==> config.mk <==
export PLATFORM = sky130hd
export DESIGN_NAME = vacs_sequencer
export DESIGN_NICKNAME = d
export VERILOG_FILES = /design/src/vacs_pkg.sv /design/src/vacs_tick.sv /design/src/vacs_sequencer.sv
export VERILOG_INCLUDE_DIRS = /design/src
export SDC_FILE = /design/constraint.sdc
export NUM_CORES = 1
export LEC_CHECK = 0
export BUFFER_PORTS_ARGS = -buffer_cell sky130_fd_sc_hd__buf_2
export CORE_UTILIZATION = 58
export DETAILED_ROUTE_END_ITERATION = 10
export GPL_TIMING_DRIVEN = 0
export PLACE_DENSITY = 0.83
export SYNTH_ARGS = -nofsm -noshare
export SYNTH_HDL_FRONTEND = slang
export SYNTH_SLANG_ARGS = --single-unit
==> constraint.sdc <==
create_clock -name clk -period 4.2 [get_ports clk]
set_input_delay 1.05 -clock clk [delete_from_list [all_inputs] [get_ports clk]]
set_output_delay 1.05 -clock clk [all_outputs]
set_load 0.005 [all_outputs]
==> src/vacs_map.svh <==
/*
 * Constants of the voice alarm call sequencer: prompt sections, key codes,
 * time windows and counts.
 * Assumes it is included by the package and by the design modules.
 */
`ifndef VACS_MAP_SVH
`define VACS_MAP_SVH

// ****************************************************************
// Clock and time windows
// ****************************************************************
`define VACS_CLK_HZ 125000000
`define VACS_SEC_CYCLES (`VACS_CLK_HZ * 1)
`define VACS_PW_WIN_S 7'd9
`define VACS_ANSWER_S 7'd40
`define VACS_REDIAL_S 7'd20

// ****************************************************************
// Prompt sections and key codes
// ****************************************************************
`define VACS_SEC_IDENT 7'h00
`define VACS_SEC_ACCEPT 7'h01
`define VACS_SEC_REJECT 7'h02
`define VACS_SEC_DIALED 7'h03
`define VACS_SEC_ALARM 7'h04
`define VACS_SEC_FIRST_USER 7'h04
`define VACS_KEY_STAR 4'hA
`define VACS_KEY_HASH 4'hB
`define VACS_PW_DIGITS 3'd4
`define VACS_WRONG_LIMIT 2'd2
`define VACS_PW_RESET 16'h0000

`endif

==> src/vacs_pkg.sv <==
/*
 * Types of the voice alarm call sequencer.
 * Assumes vacs_map.svh is on the include path.
 */
`include "vacs_map.svh"

package vacs_pkg;

  // ****************************************************************
  // Sequencer states and carriers
  // ****************************************************************
  typedef enum logic [3:0] {
    ST_IDLE, ST_DIAL, ST_PROMPT, ST_COLLECT,
    ST_ACCEPT, ST_REJECT, ST_CONTROL, ST_REDIAL
  } vacs_state_t;

  // Decoded tone key: 0..9 digits, A star, B hash
  typedef struct packed {
    logic valid;
    logic [3:0] code;
  } vacs_key_t;

  // Prompt player request
  typedef struct packed {
    logic on;
    logic start;
    logic [6:0] sec;
  } vacs_play_t;

endpackage : vacs_pkg

==> src/vacs_tick.sv <==
/*
 * One-second tick generator for the call sequencer.
 * Assumes a free-running clock; the tick is a one-cycle pulse.
 */
`timescale 1ns/1ps
`include "vacs_map.svh"

module vacs_tick #(
  parameter int unsigned CYCLES = `VACS_SEC_CYCLES
) (
  input wire logic clk, // System clock
  input wire logic rst, // Async reset, active high
  output logic tick_q // One pulse per second
);
  logic [31:0] cnt_q;
  logic [31:0] cnt_d;
  logic tick_d;

  // ****************************************************************
  // Divider
  // ****************************************************************
  // Wraps after CYCLES clocks
  always_comb begin
    tick_d = (cnt_q == CYCLES - 1);
    cnt_d = tick_d ? 32'h0000_0000 : cnt_q + 32'h0000_0001;
  end

  // Divider registers
  always_ff @(posedge clk or posedge rst) begin
    if (rst) begin
      cnt_q <= 32'h0000_0000;
      tick_q <= 1'b0;
    end else begin
      cnt_q <= cnt_d;
      tick_q <= tick_d;
    end
  end
endmodule : vacs_tick

==> src/vacs_sequencer.sv <==
/*
 * Call and password sequencer of the telephone voice alarm unit.
 * Assumes a tone decoder and prompt player on the same clock; ring and
 * answer detection arrive as raw pins.
 */
// What this block does
// - Sections zero to three are system prompts
// - Section zero only on incoming calls
// - Section one only after correct password
// - Section two on the first two mismatches
// - Section three when device dialled out
// - Incoming call: off-hook, prompt, await password
// - Incoming mismatch: reject, then repeat section zero
// - Outgoing call plays alarm message with three
// - Outgoing correct: one, repeat alarm, allow control
// - Outgoing wrong: two, alternate three and four
// - Outgoing: abandon after 40 s without password
// - Abandoned call redials every 20 s
// - Star stops playback, four digits in 9 s
// - Window expiry replays prompt, star needed again
// - Third wrong password hangs up, stops playback
// - After outgoing wrong-password hang-up, redial while alarm
// - Alarm message played once at the start of each redial wait
// - Digits count as code only after star
// - Two hashes in a row hang up
`timescale 1ns/1ps
`include "vacs_map.svh"

module vacs_sequencer
  import vacs_pkg::*;
#(
  parameter int unsigned SEC_CYCLES = `VACS_SEC_CYCLES,
  parameter logic [6:0] ALARM_SEC = `VACS_SEC_ALARM
) (
  input wire logic clk, // System clock, 125 MHz
  input wire logic rst, // Async reset, active high
  input wire logic ring_in, // Incoming ring detect pin
  input wire logic answer_in, // Far end answered pin
  input wire vacs_key_t key_in, // Decoded tone key
  input wire logic alarm_in, // Alarm condition from controller
  input wire logic [15:0] pw_value, // Stored password, four BCD digits
  input wire logic play_done, // Prompt player finished section
  output logic hook_off_q, // Line held off-hook
  output logic dial_q, // Pulse: dial preset number
  output vacs_play_t play_q, // Prompt player request
  output logic ctrl_valid_q, // Pulse: control code received
  output logic [3:0] ctrl_code_q // Control digit
);
  // Alarm message kept out of the system sections
  localparam logic [6:0] ALARM_PLAY =
    (ALARM_SEC < `VACS_SEC_FIRST_USER) ? `VACS_SEC_FIRST_USER : ALARM_SEC;

  // ****************************************************************
  // Helpers
  // ****************************************************************
  function automatic logic is_digit(input logic [3:0] c);
    is_digit = (c <= 4'h9);
  endfunction : is_digit

  function automatic logic [6:0] sat_inc(input logic [6:0] v, input logic t);
    sat_inc = (t && v != 7'h7F) ? v + 7'h01 : v;
  endfunction : sat_inc

  logic ring_m_q, ring_s_q, ans_m_q, ans_s_q;
  logic tick;
  vacs_state_t state_q, state_d;
  logic out_q, out_d, ok_q, ok_d, star_q, star_d, hash_q, hash_d, alt_q, alt_d;
  logic alarm_q;
  logic [1:0] wrong_q, wrong_d;
  logic [2:0] ndig_q, ndig_d;
  logic [15:0] pw_q, pw_d;
  logic [6:0] sec_q, sec_d, call_q, call_d;
  logic hook_d, dial_d, cv_d;
  logic [3:0] cc_d;
  vacs_play_t play_d;
  logic is_star, is_hash, is_dig, hang, redial, abandon, pw_full;
  logic [15:0] pw_next;

  // ****************************************************************
  // Pin synchronisers and second tick
  // ****************************************************************
  // Two stages per pin
  always_ff @(posedge clk or posedge rst) begin
    if (rst) begin
      ring_m_q <= 1'b0;
      ring_s_q <= 1'b0;
      ans_m_q <= 1'b0;
      ans_s_q <= 1'b0;
    end else begin
      ring_m_q <= ring_in;
      ring_s_q <= ring_m_q;
      ans_m_q <= answer_in;
      ans_s_q <= ans_m_q;
    end
  end

  vacs_tick #(.CYCLES(SEC_CYCLES)) u_tick (
    .clk(clk),
    .rst(rst),
    .tick_q(tick)
  );

  // ****************************************************************
  // Call sequencing
  // ****************************************************************
  // Key decode and shared conditions
  always_comb begin
    is_star = key_in.valid && key_in.code == `VACS_KEY_STAR;
    is_hash = key_in.valid && key_in.code == `VACS_KEY_HASH;
    is_dig = key_in.valid && is_digit(key_in.code);
    pw_next = {pw_q[11:0], key_in.code};
    pw_full = is_dig && ndig_q == `VACS_PW_DIGITS - 3'd1;
    abandon = out_q && !ok_q && call_q >= `VACS_ANSWER_S;
  end

  // Next state of the sequencer
  always_comb begin
    state_d = state_q;
    out_d = out_q;
    ok_d = ok_q;
    star_d = star_q;
    hash_d = hash_q;
    alt_d = alt_q;
    wrong_d = wrong_q;
    ndig_d = ndig_q;
    pw_d = pw_q;
    hook_d = hook_off_q;
    dial_d = 1'b0;
    cv_d = 1'b0;
    cc_d = ctrl_code_q;
    play_d = play_q;
    play_d.start = 1'b0;
    hang = 1'b0;
    redial = 1'b0;
    case (state_q)
      ST_IDLE, ST_REDIAL: begin
        if (ring_s_q) begin
          // Answer, identity prompt, fresh attempt count
          state_d = ST_PROMPT;
          hook_d = 1'b1;
          out_d = 1'b0;
          ok_d = 1'b0;
          wrong_d = 2'd0;
          play_d = '{on: 1'b1, start: 1'b1, sec: `VACS_SEC_IDENT};
        end else if (state_q == ST_IDLE && alarm_in && !alarm_q) begin
          state_d = ST_DIAL;
          dial_d = 1'b1;
          out_d = 1'b1;
          ok_d = 1'b0;
          wrong_d = 2'd0;
        end else if (state_q == ST_REDIAL && !alarm_in) begin
          state_d = ST_IDLE;
        end else if (state_q == ST_REDIAL && sec_q >= `VACS_REDIAL_S) begin
          state_d = ST_DIAL;
          dial_d = 1'b1;
          out_d = 1'b1;
          ok_d = 1'b0;
          wrong_d = 2'd0;
        end
      end
      ST_DIAL: begin
        if (abandon) begin
          redial = 1'b1;
        end else if (ans_s_q) begin
          // Connected: alarm message first, then dialled-out prompt
          state_d = ST_PROMPT;
          hook_d = 1'b1;
          alt_d = 1'b1;
          play_d = '{on: 1'b1, start: 1'b1, sec: ALARM_PLAY};
        end
      end
      ST_PROMPT, ST_REJECT: begin
        if (is_star) begin
          // Stop playback and open the password window
          state_d = ST_COLLECT;
          ndig_d = 3'd0;
          play_d.on = 1'b0;
        end else if (play_done && play_q.on) begin
          play_d.start = 1'b1;
          state_d = ST_PROMPT;
          if (!out_q) begin
            play_d.sec = `VACS_SEC_IDENT;
          end else begin
            alt_d = !alt_q;
            play_d.sec = alt_q ? `VACS_SEC_DIALED : ALARM_PLAY;
          end
        end
      end
      ST_COLLECT: begin
        if (sec_q >= `VACS_PW_WIN_S) begin
          // Window lapsed: replay prompt, star required again
          state_d = ST_PROMPT;
          alt_d = 1'b1;
          play_d = '{on: 1'b1, start: 1'b1, sec: out_q ? `VACS_SEC_DIALED : `VACS_SEC_IDENT};
        end else if (is_dig) begin
          pw_d = pw_next;
          ndig_d = ndig_q + 3'd1;
          if (pw_full && pw_next == pw_value) begin
            state_d = ST_ACCEPT;
            ok_d = 1'b1;
            play_d = '{on: 1'b1, start: 1'b1, sec: `VACS_SEC_ACCEPT};
          end else if (pw_full && wrong_q == `VACS_WRONG_LIMIT) begin
            hang = 1'b1;
            redial = out_q;
          end else if (pw_full) begin
            state_d = ST_REJECT;
            wrong_d = wrong_q + 2'd1;
            alt_d = 1'b1;
            play_d = '{on: 1'b1, start: 1'b1, sec: `VACS_SEC_REJECT};
          end
        end
      end
      ST_ACCEPT, ST_CONTROL: begin
        if (play_done && play_q.on) begin
          state_d = ST_CONTROL;
          play_d.on = out_q;
          play_d.start = out_q;
          play_d.sec = ALARM_PLAY;
        end
        if (state_q == ST_CONTROL && key_in.valid) begin
          // Star then digit forms a control code
          star_d = is_star;
          if (star_q && is_dig) begin
            cv_d = 1'b1;
            cc_d = key_in.code;
          end
        end
      end
      default: begin
        state_d = ST_IDLE;
      end
    endcase
    if (hook_off_q && key_in.valid) begin
      hash_d = is_hash;
      if (hash_q && is_hash) begin
        hang = 1'b1;
      end
    end
    if (abandon && state_q != ST_DIAL && state_q != ST_IDLE && state_q != ST_REDIAL) begin
      redial = 1'b1;
    end
    if (hang || redial) begin
      state_d = (redial && alarm_in) ? ST_REDIAL : ST_IDLE;
      hook_d = 1'b0;
      hash_d = 1'b0;
      star_d = 1'b0;
      play_d = '{on: 1'b0, start: 1'b0, sec: play_q.sec};
    end
    if (state_d == ST_REDIAL && state_q != ST_REDIAL) begin
      // Local alarm broadcast each redial period
      play_d = '{on: 1'b1, start: 1'b1, sec: ALARM_PLAY};
    end
  end

  // Timers: per-state seconds and outgoing call seconds
  always_comb begin
    sec_d = (state_d != state_q) ? 7'h00 : sat_inc(sec_q, tick);
    call_d = dial_d ? 7'h00 : sat_inc(call_q, tick);
  end

  // Sequencer registers
  always_ff @(posedge clk or posedge rst) begin
    if (rst) begin
      state_q <= ST_IDLE;
      out_q <= 1'b0;
      ok_q <= 1'b0;
      star_q <= 1'b0;
      hash_q <= 1'b0;
      alt_q <= 1'b0;
      alarm_q <= 1'b0;
      wrong_q <= 2'd0;
      ndig_q <= 3'd0;
      pw_q <= `VACS_PW_RESET;
      sec_q <= 7'h00;
      call_q <= 7'h00;
      hook_off_q <= 1'b0;
      dial_q <= 1'b0;
      play_q <= '0;
      ctrl_valid_q <= 1'b0;
      ctrl_code_q <= 4'h0;
    end else begin
      state_q <= state_d;
      out_q <= out_d;
      ok_q <= ok_d;
      star_q <= star_d;
      hash_q <= hash_d;
      alt_q <= alt_d;
      alarm_q <= alarm_in;
      wrong_q <= wrong_d;
      ndig_q <= ndig_d;
      pw_q <= pw_d;
      sec_q <= sec_d;
      call_q <= call_d;
      hook_off_q <= hook_d;
      dial_q <= dial_d;
      play_q <= play_d;
      ctrl_valid_q <= cv_d;
      ctrl_code_q <= cc_d;
    end
  end
endmodule : vacs_sequencer

==> results.toml <==
[clocking]
cts.htree.levels = 3
cts_tree = "built"
cts_hold_buf = 0
cts_root_buf = "clkbuf_8"
cts_resized = 0
cts_inserted_buffers = 9
post_cts_buffers = 0
clk_pin_slew_worst_paths_ps = 90
clockBufferDepth = 2
clock_sinks = 90
clk_latency_ps = 360

[timing]
setup_violations = 0
rsz0062_at_grt = "no"
skew_ps = 15.8
tightestPinTransition_ps = 904
final.setup.worst_slack_ps = 1180
maxSlewHeadroom = 0.392
fmax_mhz = 331
finalCriticalPeriod_ps = 3020
tns_ps = 0
period_share = 0.720
hold_viol_final = 0
slew_viol_final = 0

[power_and_ir_drop]
peakVddDrop_uv = 310
p_leak_nw = 2.51
power.density_nw_per_um2 = 443

[critical_path]
required_ps = 4420
arrival_ps = 3240
worstSetupStartpointType = "flop"
slowest_stage = "a211oi_2"
critPathBufInv = 1
r2r_cells = 9
crit_type = "flop to flop"
crit_family = "compound AO/OA/AOI/OAI gates"
slowest_delay_ps = 520
cp.depth = 9
path_cells = "inv_1 -> ha_1 -> o41ai_2 -> nand2_1 -> nor3_2 -> a41oi_2 -> and2_1 -> a211oi_2 -> nor4_1"
end_kind = "flop"
crit_fanout = 9

[drt]
totalWireLength_microns = 10700
vias = 4017
drt_iter0_markers = 238
drcViolationCount = 0
first_pass_iters = 5
viasPerCell = 5.96
antenna_left = 0
post_drt_wl_per_cell_microns = 15.8

[global_routing]
grt_overflow = 0
antenna_found_initial = 0
grt_max_degree = 52
grt_usage = 0.264
grt_pass1_wl_microns = 18000
grt_pass1_vias = 3848

[run_status]
outcome = "finished, final reports clean"

[die]
die_area_sq_um = 8830
start_util = 0.597
die_y_microns = 94.0
die_x_microns = 94.0
num_rows = 33
io_pins = 43
fp.coreArea_sq_um = 8220

[place]
dp.final_hpwl_microns = 7770
numPortBuffers = 37
place_area_sq_um = 5270
pre_cts_slack_ps = 843
post-place-cells = 658
gp_congestion = 0.938

[synth]
synthArstFlopShare = 1.00
synth_area_sq_um = 4910
synth_common_cells = "90 x dfrtp_1, 74 x nand2_1, 49 x nor2_1"
syn_inst = 511
syn_avg_cell_area_sq_um = 9.60
ys_ff_latch = 90
synth_area_leaders = "dfrtp_1 46%, xor2_1 6.6%, nand2_1 5.7%"
ys_seq_area_frac = 0.459
yosysMostFrequentCell = "dfrtp_1"
yosys_warnings = 0
yosysTopAreaCell = "dfrtp_1"
ys_types = 68
synth.top_cell.area_share = 0.459
synth_ff_type = "dfrtp_1"
synth-edff-count = 0

[cells_and_area]
layout-drive-gt1-share = 0.162
area_delta_synth_final_pct = 11.2
ff_latch_area_sq_um = 2250
diodes = 0
n_fill_cell = 631
multi_input_area_sq_um = 2500
fin_area_sq_um = 5460
layout.nets = 600
layoutNonFillerInstCount = 674

[hold_path]
hold_path.class = "flop to flop"
whs_path_depth = 0

[run]
max_cap_viol_count = 0
## path summary, 6_finish.rpt
kind                                          to  startpoint  slack (ps)
min in group asynchronous       u_tick.cnt_q[20]         rst         710
worst min register to register           ans_s_q     ans_m_q         370
worst max register to register          sec_q[5]    sec_q[1]        1180
worst min-delay path                     ans_s_q     ans_m_q         370
max in group asynchronous              call_q[4]         rst        2860
worst max-delay path                    sec_q[5]    sec_q[1]        1180
## stage by stage
| stage | util | power (mW) | hold WS (ps) |
|---|---|---|---|
| 2_1_floorplan | - | 1.64 | 331 |
| 5_1_grt | 0.664 | 2.55 | 377 |
| 3_5_place_dp | 0.641 | 1.86 | 366 |
| 4_1_cts | 0.664 | 2.42 | 377 |
| 6_report | 0.664 | 2.42 | 369 |
| 3_3_place_gp | 0.638 | 1.82 | 367 |
## registers in the layout, indices dropped and copies added (netlist names), 2 cells and up
name          flops
ndig_q            3
pw_q             12
play_q            5
wrong_q           2
call_q            7
u_tick.cnt_q     32
ctrl_code_q       4
state_q           4
sec_q             7
## power breakdown
part,internal [mW],switching (mW)
Sequential,0.974,0.0899
Clock,0.228,0.333
Combinational,0.300,0.493
Total,1.50,0.916
## worst register-to-register path, stage by stage, from the launching register on
cell and delay, ps:
dfrtp_1 420, inv_1 100, ha_1 200, o41ai_2 420, nand2_1 230, nor3_2 250
a41oi_2 310, and2_1 280, a211oi_2 520, nor4_1 150
## cells by family (layout without fill, tap and decap cells)
logic type	count (synthesis)	in the layout	share of synthesized area
fa+ha+maj	9	9	0.0229
xor+xnor	55	55	0.0982
other cells	1	5	0.000764
mux	8	8	0.0184
buf+inv	34	88	0.0342
compound gates	79	79	0.111
simple gates	235	235	0.256
flops	90	90	0.459
## final cells by class
| class | instances | share of cell area |
|---|---|---|
| inverters | 15 | 0.0108 |
| well taps | 105 | 0.0241 |
| multi-input cells | 391 | 0.459 |
| repair buffers | 38 | 0.0390 |
| clock inverters | 6 | 0.0108 |
| plain buffers | 19 | 0.0204 |
| flip-flops and latches | 90 | 0.413 |
| clock buffers | 10 | 0.0234 |
## per-layer routing
| layer | global-route usage | wire, microns |
|---|---|---|
| met1 | 0.351 | 4680 |
| met2 | 0.445 | 5260 |
| met3 | 0.0510 | 613 |
| met4 | 0.0654 | 131 |
| met5 | 0 | 0 |
## placed cells by master, fill, tap and decap left out, drive strengths merged, types with 2 or more instances in the layout
cell	instances
a211oi	2
a21oi	19
a22o	2
a22oi	2
a31o	2
a31oi	10
a41oi	2
and2	6
and3	10
and4	3
buf	49
clkbuf	18
clkinv	2
conb	5
dfrtp	90
ha	9
inv	18
mux2	5
mux2i	3
nand2	74
nand2b	4
nand3	24
nand3b	4
nand4	13
nor2	49
nor2b	3
nor3	13
nor3b	2
nor4	18
nor4b	2
o21a	2
o21ai	25
o21bai	2
or2	2
or3	3
xnor2	18
xor2	37
Note: power is estimated with default switching activity, not from simulation.
